File: src/shared/itm_pkg.sv
// Constants and types shared by the 16-bit interval timer files
`default_nettype none

package itm_pkg;

  // Register byte addresses on the bus
  localparam logic [31:0] ITM_CTRL_OFS = 32'hfffff690;
  localparam logic [31:0] ITM_CMP_OFS = 32'hfffff694;
  localparam logic [31:0] ITM_STAT_OFS = 32'hfffff698;
  localparam logic [31:0] ITM_MASK_OFS = 32'hfffff69c;

  // Control register layout and reset
  localparam logic [7:0] ITM_CTRL_RST = 8'h00;
  localparam logic [7:0] ITM_CTRL_WMASK = 8'h87;
  localparam int ITM_RUN_BIT = 7;
  localparam int ITM_CKS_LSB = 0;

  // Compare register and counter values
  localparam logic [15:0] ITM_CMP_RST = 16'h0000;
  localparam logic [15:0] ITM_CNT_IDLE = 16'hffff;
  localparam logic [15:0] ITM_CNT_ZERO = 16'h0000;

  // Status and mask layout
  localparam int ITM_ST_MATCH_BIT = 0;
  localparam int ITM_ST_RUN_BIT = 1;
  localparam logic [31:0] ITM_RD_NONE = 32'h00000000;

  // Prescaler taps of the peripheral clock
  localparam int ITM_PSC_W = 9;
  localparam logic [8:0] ITM_MSK_DIV1 = 9'h000;
  localparam logic [8:0] ITM_MSK_DIV2 = 9'h001;
  localparam logic [8:0] ITM_MSK_DIV4 = 9'h003;
  localparam logic [8:0] ITM_MSK_DIV64 = 9'h03f;
  localparam logic [8:0] ITM_MSK_DIV512 = 9'h1ff;
  localparam logic [2:0] ITM_OSC_LAST = 3'h7;

  typedef enum logic [2:0] {
    ITM_CK_FXX,
    ITM_CK_DIV2,
    ITM_CK_DIV4,
    ITM_CK_DIV64,
    ITM_CK_DIV512,
    ITM_CK_WATCH,
    ITM_CK_OSC8,
    ITM_CK_SUB
  } itm_cks_t;

  typedef enum logic {
    ITM_STOP,
    ITM_RUN
  } itm_st_t;

  typedef enum logic [2:0] {
    ITM_REG_CTRL,
    ITM_REG_CMP,
    ITM_REG_STAT,
    ITM_REG_MASK,
    ITM_REG_NONE
  } itm_reg_t;

endpackage

`default_nettype wire

File: src/itm_clksel.sv
// Count clock source selection and prescaler of the interval timer
`timescale 1ns/1ps
`default_nettype none

module itm_clksel
  import itm_pkg::*;
#(
  parameter int PSC_W = ITM_PSC_W
) (
  input wire logic clk_i,
  input wire logic rst_i,
  input wire logic run_i,
  input wire logic [2:0] cks_i,
  input wire logic watch_tick_i,
  input wire logic osc_i,
  input wire logic sub_i,
  output logic tick_o
);

  typedef struct packed {
    logic [PSC_W-1:0] psc;
    logic [2:0] osc_cnt;
    logic watch_q;
    logic osc_q;
    logic sub_q;
    logic tick;
  } itm_cs_t;

  itm_cs_t s;
  itm_cs_t n;

  function automatic logic [PSC_W-1:0] itm_tap(input itm_cks_t c);
    unique case (c)
      ITM_CK_DIV2: itm_tap = PSC_W'(ITM_MSK_DIV2);
      ITM_CK_DIV4: itm_tap = PSC_W'(ITM_MSK_DIV4);
      ITM_CK_DIV64: itm_tap = PSC_W'(ITM_MSK_DIV64);
      ITM_CK_DIV512: itm_tap = PSC_W'(ITM_MSK_DIV512);
      default: itm_tap = PSC_W'(ITM_MSK_DIV1);
    endcase
  endfunction

  always_comb begin
    n = s;
    n.tick = 1'b0;
    // Edge history follows the pins even when stopped, so no false edge at start
    n.watch_q = watch_tick_i;
    n.osc_q = osc_i;
    n.sub_q = sub_i;
    if (!run_i) begin
      n.psc = '0;
      n.osc_cnt = '0;
    end else begin
      n.psc = s.psc + 1'b1;
      unique case (itm_cks_t'(cks_i))
        ITM_CK_WATCH: n.tick = watch_tick_i & ~s.watch_q;
        ITM_CK_OSC8: begin
          if (osc_i & ~s.osc_q) begin
            n.osc_cnt = s.osc_cnt + 3'h1;
            n.tick = (s.osc_cnt == ITM_OSC_LAST);
          end
        end
        ITM_CK_SUB: n.tick = sub_i & ~s.sub_q;
        default: n.tick = (s.psc & itm_tap(itm_cks_t'(cks_i))) == itm_tap(itm_cks_t'(cks_i));
      endcase
    end
  end

  always_ff @(posedge clk_i) begin
    if (rst_i) begin
      s <= '0;
    end else begin
      s <= n;
    end
  end

  assign tick_o = s.tick;

endmodule

`default_nettype wire

File: src/itm_timer.sv
// 16-bit interval timer with Wishbone register access and compare interrupt
//
// Decided for this implementation: the Wishbone slave port.
`timescale 1ns/1ps
`default_nettype none

////////////////////////////////////////////////////////////////////////////////
// Operation
// - A 16-bit up-counter runs on the selected count clock and software cannot read or write it.
// - The compare register is 16 bits, read/write, written only as a whole word, reset to zero.
// - The control register is 8 bits, byte or bit writable, reset to zero.
// - With run enable low the count clock is held low and the counter is reset.
// - Clock select picks fxx, fxx/2, fxx/4, fxx/64, fxx/512, watch tick, oscillator/8 or subclock.
// - After enable the counter steps from all-ones to zero on a count clock and counts up.
// - On a match the next count clears the counter and raises the interrupt, period compare plus one.
// - A compare value of zero raises the interrupt every count clock with the counter held at zero.
// - Counting starts within the worst-case delay of the selected source after enable.
// - Only clear-and-start counting exists, no free-running mode.
module itm_timer
  import itm_pkg::*;
#(
  parameter int CNT_W = 16,
  parameter int PSC_W = ITM_PSC_W
) (
  input wire logic clk_i,
  input wire logic rst_i,
  input wire logic wb_cyc_i,
  input wire logic wb_stb_i,
  input wire logic wb_we_i,
  input wire logic [31:0] wb_adr_i,
  input wire logic [31:0] wb_dat_i,
  input wire logic [3:0] wb_sel_i,
  output logic [31:0] wb_dat_o,
  output logic wb_ack_o,
  input wire logic watch_tick_irq_i,
  input wire logic internal_osc_clock_i,
  input wire logic subclock_i,
  output logic compare_match_irq_o,
  output logic irq_o
);

  ////////////////////////////////////////////////////////////////////////////////
  // State

  typedef struct packed {
    logic [7:0] ctrl;
    logic [CNT_W-1:0] cmp;
    logic [CNT_W-1:0] cnt;
    itm_st_t st;
    logic ack;
    logic [31:0] rdat;
    logic stat;
    logic mask;
    logic irq;
    logic match;
  } itm_state_t;

  itm_state_t s;
  itm_state_t n;

  logic tick;
  logic run;
  logic req;
  logic wr;
  itm_reg_t rsel;
  logic lanes_ok;
  logic wr_ctrl;
  logic wr_cmp;
  logic wr_stat;
  logic wr_mask;
  logic clr_match;
  logic cnt_hit;
  logic [CNT_W-1:0] cnt_step;

  ////////////////////////////////////////////////////////////////////////////////
  // Decode helpers

  function automatic itm_reg_t itm_decode(input logic [31:0] adr);
    if (adr == ITM_CTRL_OFS) begin
      itm_decode = ITM_REG_CTRL;
    end else if (adr == ITM_CMP_OFS) begin
      itm_decode = ITM_REG_CMP;
    end else if (adr == ITM_STAT_OFS) begin
      itm_decode = ITM_REG_STAT;
    end else if (adr == ITM_MASK_OFS) begin
      itm_decode = ITM_REG_MASK;
    end else begin
      itm_decode = ITM_REG_NONE;
    end
  endfunction

  // Byte lanes a write needs; the compare takes whole 16-bit words only
  function automatic logic [3:0] itm_lane_need(input itm_reg_t r);
    logic [3:0] v;
    unique case (r)
      ITM_REG_CMP: begin
        v = 4'h3;
      end
      default: begin
        v = 4'h1;
      end
    endcase
    itm_lane_need = v;
  endfunction

  function automatic logic itm_lanes_ok(input logic [3:0] sel, input logic [3:0] need);
    itm_lanes_ok = ((sel & need) == need);
  endfunction

  // Unused control bits are not stored, so they always read back as zero
  function automatic logic [7:0] itm_ctrl_next(input logic [7:0] old, input logic [7:0] data, input logic lane);
    logic [7:0] v;
    v = old;
    if (lane) begin
      v = data & ITM_CTRL_WMASK;
    end
    itm_ctrl_next = v;
  endfunction

  ////////////////////////////////////////////////////////////////////////////////
  // Read words

  function automatic logic [31:0] itm_ctrl_word(input logic [7:0] c);
    logic [31:0] v;
    v = ITM_RD_NONE;
    v[7:0] = c;
    itm_ctrl_word = v;
  endfunction

  function automatic logic [31:0] itm_cmp_word(input logic [CNT_W-1:0] c);
    logic [31:0] v;
    v = ITM_RD_NONE;
    v[CNT_W-1:0] = c;
    itm_cmp_word = v;
  endfunction

  // Sticky match flag plus the live run state
  function automatic logic [31:0] itm_status_word(input itm_state_t cur);
    logic [31:0] v;
    v = ITM_RD_NONE;
    v[ITM_ST_MATCH_BIT] = cur.stat;
    v[ITM_ST_RUN_BIT] = (cur.st == ITM_RUN);
    itm_status_word = v;
  endfunction

  function automatic logic [31:0] itm_mask_word(input logic m);
    logic [31:0] v;
    v = ITM_RD_NONE;
    v[ITM_ST_MATCH_BIT] = m;
    itm_mask_word = v;
  endfunction

  ////////////////////////////////////////////////////////////////////////////////
  // Counter and interrupt helpers

  function automatic logic [CNT_W-1:0] itm_cnt_next(input logic [CNT_W-1:0] cnt, input logic hit);
    logic [CNT_W-1:0] v;
    if (hit) begin
      v = CNT_W'(ITM_CNT_ZERO);
    end else begin
      v = cnt + 1'b1;
    end
    itm_cnt_next = v;
  endfunction

  // Level request: any sticky source that software has let through
  function automatic logic itm_irq_level(input logic st, input logic m);
    itm_irq_level = st & m;
  endfunction

  ////////////////////////////////////////////////////////////////////////////////
  // Register read

  function automatic logic [31:0] itm_read(input itm_reg_t r, input itm_state_t cur);
    logic [31:0] v;
    v = ITM_RD_NONE;
    unique case (r)
      ITM_REG_CTRL: begin
        v = itm_ctrl_word(cur.ctrl);
      end
      ITM_REG_CMP: begin
        v = itm_cmp_word(cur.cmp);
      end
      ITM_REG_STAT: begin
        v = itm_status_word(cur);
      end
      ITM_REG_MASK: begin
        v = itm_mask_word(cur.mask);
      end
      default: begin
        v = ITM_RD_NONE;
      end
    endcase
    itm_read = v;
  endfunction

  ////////////////////////////////////////////////////////////////////////////////
  // Count clock source

  assign run = s.ctrl[ITM_RUN_BIT];

  itm_clksel #(
    .PSC_W(PSC_W)
  ) u_clksel (
    .clk_i(clk_i),
    .rst_i(rst_i),
    .run_i(run),
    .cks_i(s.ctrl[ITM_CKS_LSB +: 3]),
    .watch_tick_i(watch_tick_irq_i),
    .osc_i(internal_osc_clock_i),
    .sub_i(subclock_i),
    .tick_o(tick)
  );

  ////////////////////////////////////////////////////////////////////////////////
  // Bus request

  // One answer per request: the ack flop blocks a second take of the same cycle
  assign req = wb_cyc_i & wb_stb_i & ~s.ack;
  assign wr = req & wb_we_i;
  assign rsel = itm_decode(wb_adr_i);

  ////////////////////////////////////////////////////////////////////////////////
  // Register write decode

  // A write short of lanes is still acked, but dropped
  assign lanes_ok = itm_lanes_ok(wb_sel_i, itm_lane_need(rsel));
  assign wr_ctrl = wr && (rsel == ITM_REG_CTRL) && lanes_ok;
  assign wr_cmp = wr && (rsel == ITM_REG_CMP) && lanes_ok;
  assign wr_stat = wr && (rsel == ITM_REG_STAT) && lanes_ok;
  assign wr_mask = wr && (rsel == ITM_REG_MASK) && lanes_ok;
  // Write one to clear; zeros leave the flag alone
  assign clr_match = wr_stat && wb_dat_i[ITM_ST_MATCH_BIT];

  ////////////////////////////////////////////////////////////////////////////////
  // Compare

  assign cnt_hit = (s.cnt == s.cmp);

  assign cnt_step = itm_cnt_next(s.cnt, cnt_hit);

  ////////////////////////////////////////////////////////////////////////////////
  // Next state

  always_comb begin
    n = s;
    n.ack = 1'b0;
    n.match = 1'b0;

    // Register reads answer one cycle after the request
    if (req) begin
      n.ack = 1'b1;
      n.rdat = itm_read(rsel, s);
    end

    n.ctrl = itm_ctrl_next(s.ctrl, wb_dat_i[7:0], wr_ctrl);

    if (wr_cmp) begin
      n.cmp = wb_dat_i[CNT_W-1:0];
    end

    if (wr_mask) begin
      n.mask = wb_dat_i[ITM_ST_MATCH_BIT];
    end

    if (clr_match) begin
      n.stat = 1'b0;
    end

    // Counter sequencing
    unique case (s.st)
      ITM_STOP: begin
        n.cnt = ITM_CNT_IDLE;
        if (run) begin
          n.st = ITM_RUN;
        end
      end
      ITM_RUN: begin
        if (!run) begin
          n.st = ITM_STOP;
          n.cnt = ITM_CNT_IDLE;
        end else if (tick) begin
          n.cnt = cnt_step;
          n.match = cnt_hit;
        end
      end
    endcase

    // A match in the clearing cycle keeps the flag set
    if (n.match) begin
      n.stat = 1'b1;
    end

    n.irq = itm_irq_level(n.stat, n.mask);
  end

  ////////////////////////////////////////////////////////////////////////////////
  // Registers

  always_ff @(posedge clk_i) begin
    if (rst_i) begin
      s.ctrl <= ITM_CTRL_RST;
      s.cmp <= ITM_CMP_RST;
      // Counter parks at all-ones so the first tick after enable lands on zero
      s.cnt <= ITM_CNT_IDLE;
      s.st <= ITM_STOP;
      s.ack <= 1'b0;
      s.rdat <= ITM_RD_NONE;
      s.stat <= 1'b0;
      s.mask <= 1'b0;
      s.irq <= 1'b0;
      s.match <= 1'b0;
    end else begin
      s <= n;
    end
  end

  ////////////////////////////////////////////////////////////////////////////////
  // Outputs

  // Every output is a flop field; nothing reaches a pin from the bus combinationally
  assign wb_dat_o = s.rdat;
  assign wb_ack_o = s.ack;
  assign compare_match_irq_o = s.match;
  assign irq_o = s.irq;

endmodule

`default_nettype wire

File: config.mk
export PLATFORM = sky130hd
export DESIGN_NAME = itm_timer
export DESIGN_NICKNAME = d
export VERILOG_FILES = /design/src/shared/itm_pkg.sv /design/src/itm_clksel.sv /design/src/itm_timer.sv
export SDC_FILE = /design/constraint.sdc
export NUM_CORES = 1
export LEC_CHECK = 0
export ABC_AREA = 1
export BUFFER_PORTS_ARGS = -buffer_cell sky130_fd_sc_hd__buf_2
export CORE_MARGIN = 2
export CORE_UTILIZATION = 34
export DETAILED_ROUTE_END_ITERATION = 7
export GPL_TIMING_DRIVEN = 1
export PLACE_DENSITY_LB_ADDON = 0.15
export SLEW_MARGIN = 5
export SYNTH_ARGS = -nofsm -noshare
export SYNTH_HDL_FRONTEND = slang
export SYNTH_SLANG_ARGS = --single-unit
File: constraint.sdc
create_clock -name clk_i -period 1.6 [get_ports clk_i]
set_clock_uncertainty 0.2 [all_clocks]
set_input_delay 0.16 -clock clk_i [delete_from_list [all_inputs] [get_ports clk_i]]
set_output_delay 0.16 -clock clk_i [all_outputs]
set_load 0.01 [all_outputs]
==> After elaboration in Yosys (flattened, before gate mapping) <==
Index checks and enable logic that the tools add are counted.
{ "classes": {"addsub": 3, "eq_ne": 19, "muxes": 23, "bitwise_logic": 15, "n_reduce_logical": 13} }
{ "ops": {"columns": ["cell", "count"], "rows": [
  ["== test 32 bit (second input constant)", 4],
  ["one-hot mux 16 bit (4 select lines)", 1],
  ["2-to-1 mux 16 bit", 3],
  ["one-hot mux 9 bit (4 select lines)", 1],
  ["one-hot mux 17 bit (2 select lines)", 1],
  ["2-to-1 mux 33 bit", 1],
  ["2-to-1 mux 9 bit", 2],
  ["adder 16 x 1 -> 16 bit (second input constant)", 1],
  ["== test 16 bit", 1],
  ["== test 3 bit (second input constant)", 5],
  ["== test 3 x 2 -> 1 bit (second input constant)", 4],
  ["2-to-1 mux 3 bit", 4],
  ["adder 9 x 1 -> 9 bit (second input constant)", 1],
  ["bitwise AND 9 bit", 1],
  ["== test 9 bit", 1],
  ["logical AND 1 bit", 9],
  ["2-to-1 mux 1 bit", 8],
  ["bitwise AND 1 bit", 7],
  ["== test 3 x 1 -> 1 bit (second input constant)", 2],
  ["NOT 1 bit", 6],
  ["bitwise AND 4 bit", 1],
  ["== test 4 bit", 1],
  ["adder 3 x 1 -> 3 bit (second input constant)", 1],
  ["zero test 3 bit", 1],
  ["other kinds (6)", 6]
]} }
{ "totals": {"regBits": 90, "input_bits": 76, "output_inout_bits": 35, "wordCells": 89} }

==> Longest topological paths before layout <==
Gate-level depths: netlist (run 1).
{ "depth": {"depth_word": 14, "depth_mapped": 11, "mapped_depth_nobuf": 11} }

==> By module <==
A second synthesis (run 1) with hierarchy kept.
{ "hier_totals": {"hier_cells": 578, "hier_area_um2": 4127.7} }
{ "by_module_without_submodules": {"columns": ["mod", "instances", "cells_per_inst", "area_per_inst_um2", "seq_area_each_um2"], "rows": [
  ["itm_timer", 1, 479, 3375.7, 1161.1],
  ["itm_clksel", 1, 99, 752.0, 320.3]
]} }

==> Worst setup path after synthesis (run 1) <==
OpenSTA, ideal clock, no wires.
{ "synth_timing": {"kind": "reg-to-reg", "startpoint": "register s[38] in the netlist's numbering", "endpoint": "register s[48] in the netlist's numbering", "setup_time_ns": 0.145, "t_arrival_ns": 1.267, "required_ns": 1.255, "path_slack_ns": -0.012, "path_stages_with_launch": 9, "n_path_buf": 0, "synth_period_minus_slack_ns": 1.612, "cell_sequence": "dfxtp_1 ha_1 nand2_1 nor2_1 nand3_1 nor2_2 nand2_1 nand4_1 o211ai_1"} }
{ "synth_via": {"elab_chain_cells": 5, "elab_cells_between_ends": 6, "classes_between": "add/sub (1); eq/ne (1); mux (4)"} }
{ "synth_rtl": {"columns": ["element", "line_no", "rtl"], "rows": [
  ["from (decl)", "itm_timer.sv:58", "itm_state_t s;"],
  ["from (signal assigned)", "itm_timer.sv:314", "s <= n;"],
  ["adder 16 x 1 -> 16 bit / == test 16 bit (equally long branches)", "itm_timer.sv:161, itm_timer.sv:238", null],
  ["2-to-1 mux 16 bit (*)", "itm_timer.sv:158", "if (hit) begin"],
  ["2-to-1 mux 16 bit (*)", "itm_timer.sv:282", "end else if (tick) begin"],
  ["2-to-1 mux 16 bit (*)", "itm_timer.sv:279", "if (!run) begin"],
  ["one-hot mux 17 bit (2 select lines) (*)", "itm_timer.sv:271", "unique case (s.st)"]
]} }
Mark *: on every way between the ends. The rest lies on a longest branch, timed or not. The select of a mux whose other input is x is not followed.
A chain may end at the register's enable or synchronous reset.

==> Worst setup path in the final report (run 1) <==
{ "layout_timing": {"startpoint": "register s[44] in the netlist's numbering", "endpoint": "register s[50] in the netlist's numbering"} }
Same word-level chain as after synthesis.

==> flow_summary.yaml, run 1 <==
outcome:
  status: "finished with violations"
  violations: "setup timing"
power:
  netSwitchingPower_w: 0.0008989
  power.density_nw_per_um2: 736.9
  comb_power_share_pct: 5.8
  seq_power_share_pct: 44.5
  internal-power_w: 0.003239
  peakVddDrop_v: 0.0004728
  p_sw_share_pct: 21.72
  p_leak_nw: 2.747
  power.share.clock_pct: 49.7
timing:
  max_freq_mhz: 615.0
  finalWorstSetupSlack_ns: -0.02593
  maxSlewViolCount: 0
  finalSetupViolations: 2
  hold_violations: 0
  layout_min_cycle_time_ns: 1.626
  rsz0062_at_grt: "yes"
  timing.final.crit_share_pct: 101.6
finish:
  nets: 829
  seq_area_um2: 1511
  diodes: 0
  multiInputGateArea_um2: 2260
  drive_above_1_share_pct: 28.65
  area_growth_pct: 35.84
  fill_cells: 1198
  finalNonFillerCells: 901
die:
  dieArea_um2: 13060
  rows: 40
  die_h_um: 114.3
  start_util_pct: 34.56
  pin_count: 111
  core_area_um2: 11960
  die_x_um: 114.3
clocking:
  cts_made_buffers: 9
  clk_path_buf_depth: 2
  cts_max_level: 3
  clock_latency_ns: 0.34
  path_clk_slew_ns: 0.06
  cts_tree: "built"
  cts-root-buf: "clkbuf_16"
  cts.sinks: 74
drt:
  drt_wl_total_mm: 10.29
  drt-pass1-iter-count: 4
  drtAntennaViolNets: 0
  vias: 3957
  viasPerCell: 4.392
  wire_per_inst_um: 11.42
  drc_errors: 0
  drt_iter0_drc: 163
worst_setup_path:
  crit_path_max_incr_delay_ns: 0.35
  cp-start-kind: "flop"
  cp_slowest_cell: "dfxtp_2"
  worstPathCellList: "buf_6 > nand2_4 > nor3_4 > nand3_4 > nor2_4 > nand2_2 > o21ai_2 > nand4_1 > nand2_1"
  critPathKind: "reg -> reg"
  worstPathArrival_ns: 1.71
  cp-end-kind: "flop"
  cp_data_required_time_ns: 1.68
  cp_max_fo: 3
placed_design:
  numPortBuffers: 76
  gp_congestion: 0.7921
  dp_hpwl_mm: 7.687
  post-place-ws_ns: -0.1284
  dp_cells: 861
global_routing:
  grt_pass1_vias: 3867
  grt_pass1_wl_mm: 17.35
  grt_use_total_pct: 16.41
  grt_max_degree: 33
  antenna_found_initial: 0
  grt_overflow: 0
run:
  maxCapViolCount: 0
yosys:
  synth_top_cell_area_share_pct: 35.84
  synth_area_um2: 4134
  ys_top_cells_by_area: "dfxtp_1 (36%), nand2_1 (14%), nor2_1 (9.4%)"
  netlist_instances: 611
  ys_seq_elements: 74
  ys_seq_area_share_pct: 35.84
  synth_edf_count: 0
  ys_types: 38
  async_flop_share_pct: 0
  synth_flop_cell: "dfxtp_1"
  syn-mean-instance-area_um2: 6.766
  yosys.area.top_type: "dfxtp_1"
  ys_warn_count: 0
min_path:
  hp-class: "in -> reg"
## critical path: cells and delay by family, from the launching register on
family                 cells  cell delay (ns)
and+or+nand+nor            7             0.76
DFF                        1             0.35
buffers and inverters      1             0.13
AOI/OAI and AO/OA          1             0.13
## synth_stat cells (5+ instances only)
cell type,n
nand2_1,152
nor2_1,104
dfxtp_1,74
inv_1,70
nand3_1,38
buf_4,32
a21oi_1,26
o21ai_0,18
xor2_1,17
nand4_1,9
nor3_1,9
o21ai_1,7
o211ai_1,6
buf_2,5
## timing repair
item / CTS / global route
hold buffers: 19 / 0
setup buffers: 2 / 3
endpoints found under the setup margin: 13 / 22
pin swaps: 16 / 20
resized for setup: 24 / 41
hold endpoints to repair: 23 / 0
## registers in the layout, summed over array words and instances, names as in the netlist
name,cells
compare_match_irq_o,1
irq_o,1
run,1
s,38
u_clksel.s,15
u_clksel.tick_o,1
wb_ack_o,1
wb_dat_o,16
## metal layers
metal | up-vias | GRT usage, % | part of all wire, %
met2 | 66 | 27.06 | 46
met3 | 8 | 3.653 | 3.5
met5 | - | 0 | 0
met1 | 1734 | 21.24 | 49
li1 | 2149 | - | -
met4 | 0 | 5.528 | 1.3
## power groups by stage
stage	clock network, W	logic (W)	registers [W]
6_report	0.00206	0.000241	0.00184
5_1_grt	0.00217	0.000270	0.00184
4_1_cts	0.00212	0.000242	0.00185
3_5_place_dp	0	0.000206	0.00189
3_3_place_gp	0	0.000201	0.00189
2_1_floorplan	0	0.000124	0.00189
## placed cells by master, fill, tap and decap left out, types with 9 or more instances in the layout
| cell | count |
|---|---|
| conb_1 | 16 |
| nor2_1 | 97 |
| xor2_1 | 17 |
| dlygate4sd3_1 | 19 |
| o21ai_0 | 13 |
| o21ai_1 | 10 |
| a21oi_1 | 26 |
| inv_1 | 67 |
| buf_4 | 56 |
| dfxtp_1 | 62 |
| nand4_1 | 9 |
| nand2_1 | 144 |
| buf_2 | 76 |
| nand3_1 | 34 |
| clkbuf_16 | 9 |
## worst paths after layout
path,endpoint,cells past startpoint,startpoint,slack [ns]
setup reg to reg,s[50],9,s[44],-0.03
hold reg to reg,wb_dat_o[3],2,wb_dat_o[3],0.26
setup / recovery,s[50],9,s[44],-0.03
hold / removal,s[2],4,wb_sel_i[0],0.02
## cell families (layout without fill, tap and decap cells)
group                      Yosys count  in the layout  synth area share (%)
other                                1             16               0.09071
buffers and inverters              119            247                 14.59
AOI/OAI and AO/OA                   65             65                 8.777
adders and majority gates            4              4                 1.211
and+or+nand+nor                    330            330                 35.68
DFF                                 74             74                 35.84
xor gates and xnor gates            18             18                 3.814
## final cells by class
cell class / count / area share (%)
Clock buffer: 12 / 4.568
Clock inverter: 4 / 0.8913
Inverter: 74 / 4.947
Multi-Input combinational cell: 433 / 40.24
Sequential cell: 74 / 26.92
Tap cell: 147 / 3.275
Timing Repair Buffer: 157 / 19.16
## metrics by stage
step	power (W)	hold slack [ns]	utilization (%)	instance area, µm²	TNS [ns]
after floorplan	0.002014	0.06697	-	4193	0
after global placement	0.002091	0.1761	40.84	4885	-0.2374
after detailed placement	0.002097	0.1860	40.84	4885	-0.7416
after CTS	0.004207	0.003310	45.66	5461	-0.03566
after global routing	0.004280	0.03830	46.95	5615	-1.464
final	0.004138	0.01654	46.95	5615	-0.02975
Power figures use the tool's default switching activity.
==> run 2: changes to the inputs <==
--- a/config.mk
+++ b/config.mk
@@ -5,7 +5,6 @@
 export SDC_FILE = /design/constraint.sdc
 export NUM_CORES = 1
 export LEC_CHECK = 0
-export ABC_AREA = 1
 export BUFFER_PORTS_ARGS = -buffer_cell sky130_fd_sc_hd__buf_2
 export CORE_MARGIN = 2
 export CORE_UTILIZATION = 34
==> flow_summary.yaml, run 2 <==
finish:
  seq_area_um2: 1506
  diodes: 0
  final_common_cell: "buf_2"
  multiInputGateArea_um2: 2034
  layout_common_cells: "buf_2 (76), buf_4 (68), nor2_1 (58), dfxtp_1 (56), mux2i_1 (25)"
  stdcell_area_um2: 5260
  largest-register: "s"
  utilization_pct: 50.72
  nets: 629
  fill_cells: 999
  area_growth_pct: 44.82
  drive_above_1_share_pct: 41.70
  largest_reg_flops: 38
yosys:
  netlist_instances: 395
  netlist_top_cells_count: "dfxtp_1 (74), nor2_1 (63), buf_4 (32)"
  synth_area_um2: 3632
  synth_edf_count: 0
  ys_seq_elements: 74
  syn-mean-instance-area_um2: 9.196
  synth.most_common_cell: "dfxtp_1"
  synth_flop_cell: "dfxtp_1"
  async_flop_share_pct: 0
  ys_top_cells_by_area: "dfxtp_1 (41%), mux2i_1 (7.2%), buf_4 (6.6%)"
  ys_types: 57
  synth_top_cell_area_share_pct: 40.79
  yosys.area.top_type: "dfxtp_1"
  ys_seq_area_share_pct: 40.79
  ys_warn_count: 0
drt:
  met1Wirelength_mm: 4.491
  drt-pass1-iter-count: 4
  viasPerCell: 4.757
  drt_iter0_drc: 188
  vias: 3282
  routed-wl-met3_um: 441
  drt_wl_total_mm: 9.314
  top_layer: "met4"
  drc_errors: 0
  drtAntennaViolNets: 0
  route.met2.wl_mm: 4.232
  wire_per_inst_um: 13.50
clocking:
  cts.sinks: 74
  clock_latency_ns: 0.36
  clk_path_buf_depth: 2
  cts_max_level: 3
  cts_tree: "built"
  cts_made_buffers: 9
  path_clk_slew_ns: 0.08
  cts-root-buf: "clkbuf_8"
placed_design:
  dp_hpwl_mm: 6.658
  numPortBuffers: 76
  placed_area_um2: 4519
  gp_congestion: 0.8289
  post-place-ws_ns: -0.4635
timing:
  max_freq_mhz: 510.9
  maxSlewViolCount: 0
  setup-tns-final_ns: -8.508
  rsz0062_at_grt: "yes"
  hold_violations: 0
  finalSetupViolations: 39
  finalWorstSetupSlack_ns: -0.3573
  layout_min_cycle_time_ns: 1.957
  timing.final.crit_share_pct: 122.3
global_routing:
  grt_pass1_vias: 3129
  grt_use_total_pct: 16.63
  antenna_found_initial: 0
  grt_max_degree: 41
  grt_pass1_wl_mm: 15.16
  grt_overflow: 0
worst_setup_path:
  cp-start-kind: "flop"
  cp_data_required_time_ns: 1.64
  worstPathArrival_ns: 2.00
  critPathKind: "reg -> reg"
  reg2reg_depth: 7
  cp-end-kind: "flop"
  cp_max_fo: 7
outcome:
  status: "finished with violations"
  violations: "setup timing"
die:
  rows: 37
  die_x_um: 107.4
  start_util_pct: 35.03
  dieArea_um2: 11530
  core_area_um2: 10370
  die_h_um: 107.4
  pin_count: 111
min_path:
  hp-class: "in -> reg"
  min_delay_path_depth: 3
run:
  maxCapViolCount: 0
power:
  p_leak_nw: 2.282
  power.density_nw_per_um2: 707.3
  peakVddDrop_v: 0.0004127
==> run 2: changes by cell type after synthesis, moves of 19 or more <==
cell	previous run	this run
nand3_1	38	12
nand2_1	152	23
a21oi_1	26	7
mux2i_1	0	26
inv_1	70	7
nor2_1	104	63
==> run 2: logic make-up (layout without fill, tap and decap cells) <==
| kind of cell | Yosys count | after routing | share of synthesized area, % |
|---|---|---|---|
| flip-flops | 74 | 74 | 40.79 |
| AND/OR/NAND/NOR | 147 | 147 | 22.18 |
| buffers and inverters | 57 | 201 | 9.921 |
| adder cells (fa/ha/maj) | 4 | 4 | 1.378 |
| other | 1 | 16 | 0.1032 |
| AO/OA/AOI/OAI | 62 | 62 | 12.30 |
| multiplexers | 27 | 27 | 7.785 |
| XOR/XNOR | 23 | 23 | 5.546 |
==> run 2: through the flow <==
step | instances | hold slack (ns) | total power (W)
2_1_floorplan | 410 | 0.08818 | 0.001986
3_3_place_gp | 645 | 0.1994 | 0.002050
3_5_place_dp | 645 | 0.1975 | 0.002051
4_1_cts | 689 | 0.0002939 | 0.003770
5_1_grt | 690 | 0.03256 | 0.003866
6_report | 690 | 0.007157 | 0.003720
==> run 2: final timing paths <==
check | startpoint | endpoint | slack [ns]
max | s[55] | s[51] | -0.36
min | rst_i | u_clksel.tick_o | 0.007
max reg2reg | s[55] | s[51] | -0.36
min reg2reg | wb_dat_o[1] | wb_dat_o[1] | 0.29
==> run 2: layout make-up <==
cell class | count | share of cell area, %
timing repair buffer | 178 | 24.67
sequential | 74 | 28.64
multi-input combinational | 279 | 38.68
clock inverter | 7 | 1.927
clock buffer | 9 | 2.355
inverter | 7 | 0.4995
tap | 136 | 3.235
==> run 2: timing repair <==
item	CTS	global route
cloned	2	0
resized for setup	37	28
hold endpoints to repair	25	0
buffers inserted	4	4
pin swaps	10	19
endpoints found under the setup margin	39	56
hold buffers	22	0
==> run 2: routing by layer <==
layer  track usage, %  up-vias
met5                0        -
met4            6.227        0
met3            3.269       14
met2            25.99       77
met1            22.71     1530
li1                 -     1661
==> run 2: worst max-delay path, cell delays in order (launching register included) <==
cell and delay [ns]:
dfxtp_2 0.34, xnor2_2 0.18, nand4_1 0.19, o41ai_4 0.45, buf_6 0.21, a31oi_1 0.06, o21ai_1 0.12, o311ai_1 0.10
==> run 2: power breakdown <==
| group | switching, W | total (W) | internal, W |
|---|---|---|---|
| Combinational | 0.0000987 | 0.000211 | 0.000112 |
| Clock | 0.000774 | 0.00167 | 0.000891 |
| Sequential | 0.00000102 | 0.00184 | 0.00184 |
| Total | 0.000874 | 0.00372 | 0.00285 |
==> run 3: changes to the inputs <==
--- a/config.mk
+++ b/config.mk
@@ -10,7 +10,6 @@
 export CORE_UTILIZATION = 34
 export DETAILED_ROUTE_END_ITERATION = 7
 export GPL_TIMING_DRIVEN = 1
-export PLACE_DENSITY_LB_ADDON = 0.15
 export SLEW_MARGIN = 5
 export SYNTH_ARGS = -nofsm -noshare
 export SYNTH_HDL_FRONTEND = slang
==> flow_summary.yaml, run 3 (synthesized netlist as in run 2, its figures left out) <==
global_routing:
  antenna_found_initial: 0
  grt_pass1_vias: 3244
  grt_use_total_pct: 16.54
  grt_overflow: 0
  grt_max_degree: 42
  grt_pass1_wl_mm: 15.16
timing:
  maxSlewViolCount: 0
  whs_ns: 0.02587
  rsz0062_at_grt: "yes"
  timing.final.crit_share_pct: 125.1
  max_freq_mhz: 499.5
  hold_violations: 0
  finalWorstSetupSlack_ns: -0.4019
  tightest_slew_ns: 0.8128
  layout_min_cycle_time_ns: 2.002
  maxSlewHeadroom_pct: 45.61
  finalSetupViolations: 39
  setup-tns-final_ns: -7.611
drt:
  drtAntennaViolNets: 0
  wire_per_inst_um: 13.97
  drt_wl_total_mm: 9.625
  viasPerCell: 4.842
  drt_iter0_drc: 184
  drt-pass1-iter-count: 4
  vias: 3336
  drc_errors: 0
run:
  maxCapViolCount: 0
clocking:
  clk_path_buf_depth: 2
  cts_made_buffers: 9
  cts_tree: "built"
  clock_latency_ns: 0.35
  cts_max_level: 3
  path_clk_slew_ns: 0.08
  cts.sinks: 74
  cts-root-buf: "clkbuf_8"
worst_setup_path:
  critPathKind: "reg -> reg"
  worstPathArrival_ns: 2.02
  cp_max_fo: 8
  cp_data_required_time_ns: 1.62
  cp-end-kind: "flop"
  critPathLaunch: "s[39]"
  timing.rr.start: "s[39]"
  r2r_slack_ns: -0.40
  reg2reg_depth: 7
  cp-start-kind: "flop"
  r2r_end: "s[53]"
finish:
  final_common_cell: "buf_2"
  finalNonFillerCells: 689
  drive_above_1_share_pct: 44.12
  seq_area_um2: 1521
  diodes: 0
  stdcell_area_um2: 5245
  layout_common_cells: "buf_2 (75), buf_4 (68), nor2_1 (57), dfxtp_1 (48), mux2i_1 (24)"
  area_growth_pct: 44.40
  multiInputGateArea_um2: 2043
  largest-register: "s"
  fill_cells: 943
  nets: 628
  largest_reg_flops: 38
die:
  core_area_um2: 10370
  pin_count: 111
  start_util_pct: 35.03
  die_h_um: 107.4
  dieArea_um2: 11530
  rows: 37
  die_x_um: 107.4
placed_design:
  numPortBuffers: 76
  dp_hpwl_mm: 6.885
  gp_congestion: 0.8533
  placed_area_um2: 4489
  dp_cells: 641
power:
  power.density_nw_per_um2: 700.8
  p_leak_nw: 2.318
  p_total_w: 0.003676
  peakVddDrop_v: 0.0003524
min_path:
  min_delay_path_depth: 3
  hold_end: "wb_dat_o[7]"
  hp-start: "wb_adr_i[3]"
  hp-class: "in -> reg"
outcome:
  violations: "setup timing"
  status: "finished with violations"
## run 3: cell count changes in the layout (fill, tap and decap cells not counted), sizes merged
| cell | before | now |
|---|---|---|
| clkbuf | 9 | 10 |
| clkinv | 1 | 2 |
| clkinvlp | 2 | 0 |
| dlygate4sd3 | 22 | 21 |
## run 3: timing repair
action | CTS | global route
endpoints found under the setup margin | 40 | 57
pin swaps | 23 | 16
cloned | 2 | 0
setup buffers | 9 | 4
gates resized for setup | 51 | 28
endpoints found under the hold margin | 24 | 0
hold buffers | 21 | 0
## run 3: area by class of cell
type	count	area share [%]
Multi-Input combinational cell	279	38.96
Sequential cell	74	29.01
Timing Repair Buffer	177	24.19
Tap cell	136	3.244
Clock buffer	10	2.433
Clock inverter	6	1.670
Inverter	7	0.5010
## run 3: per-layer routing
layer  track usage [%]  up-vias  share of wire, %
li1                  -     1655                 -
met1             21.36     1600                45
met2             28.12       71                50
met3             3.148       10               3.8
met4             4.762        0               1.1
met5                 0        -                 0
## run 3: through the flow
step | util [%] | setup slack [ns]
2_1_floorplan | - | -0.3534
3_3_place_gp | 43.29 | -0.4124
3_5_place_dp | 43.29 | -0.4468
4_1_cts | 49.75 | -0.3393
5_1_grt | 50.58 | -0.4697
6_report | 50.58 | -0.4019
## run 3: worst max-delay path by stage
stage / end / cells after the start
after detailed placement: s[72] / 7
after floorplan: s[51] / 7
final: s[53] / 7
after global placement: s[72] / 7
after global routing: s[53] / 7
after CTS: s[50] / 7
## run 3: power breakdown
| part | internal, W | total (W) | switching, W |
|---|---|---|---|
| combinational | 0.000113 | 0.000213 | 0.0000995 |
| sequential | 0.00184 | 0.00184 | 0.000000997 |
| clock | 0.000885 | 0.00162 | 0.000738 |
| total | 0.00284 | 0.00368 | 0.000838 |
## run 3: worst max-delay path, stage by stage, from the launching register on
cell and delay, ns:
dfxtp_2 0.39, nand3_1 0.16, or3_4 0.39, nor3_4 0.22
buf_12 0.15, a41oi_2 0.12, o21ai_1 0.14, o311ai_1 0.10
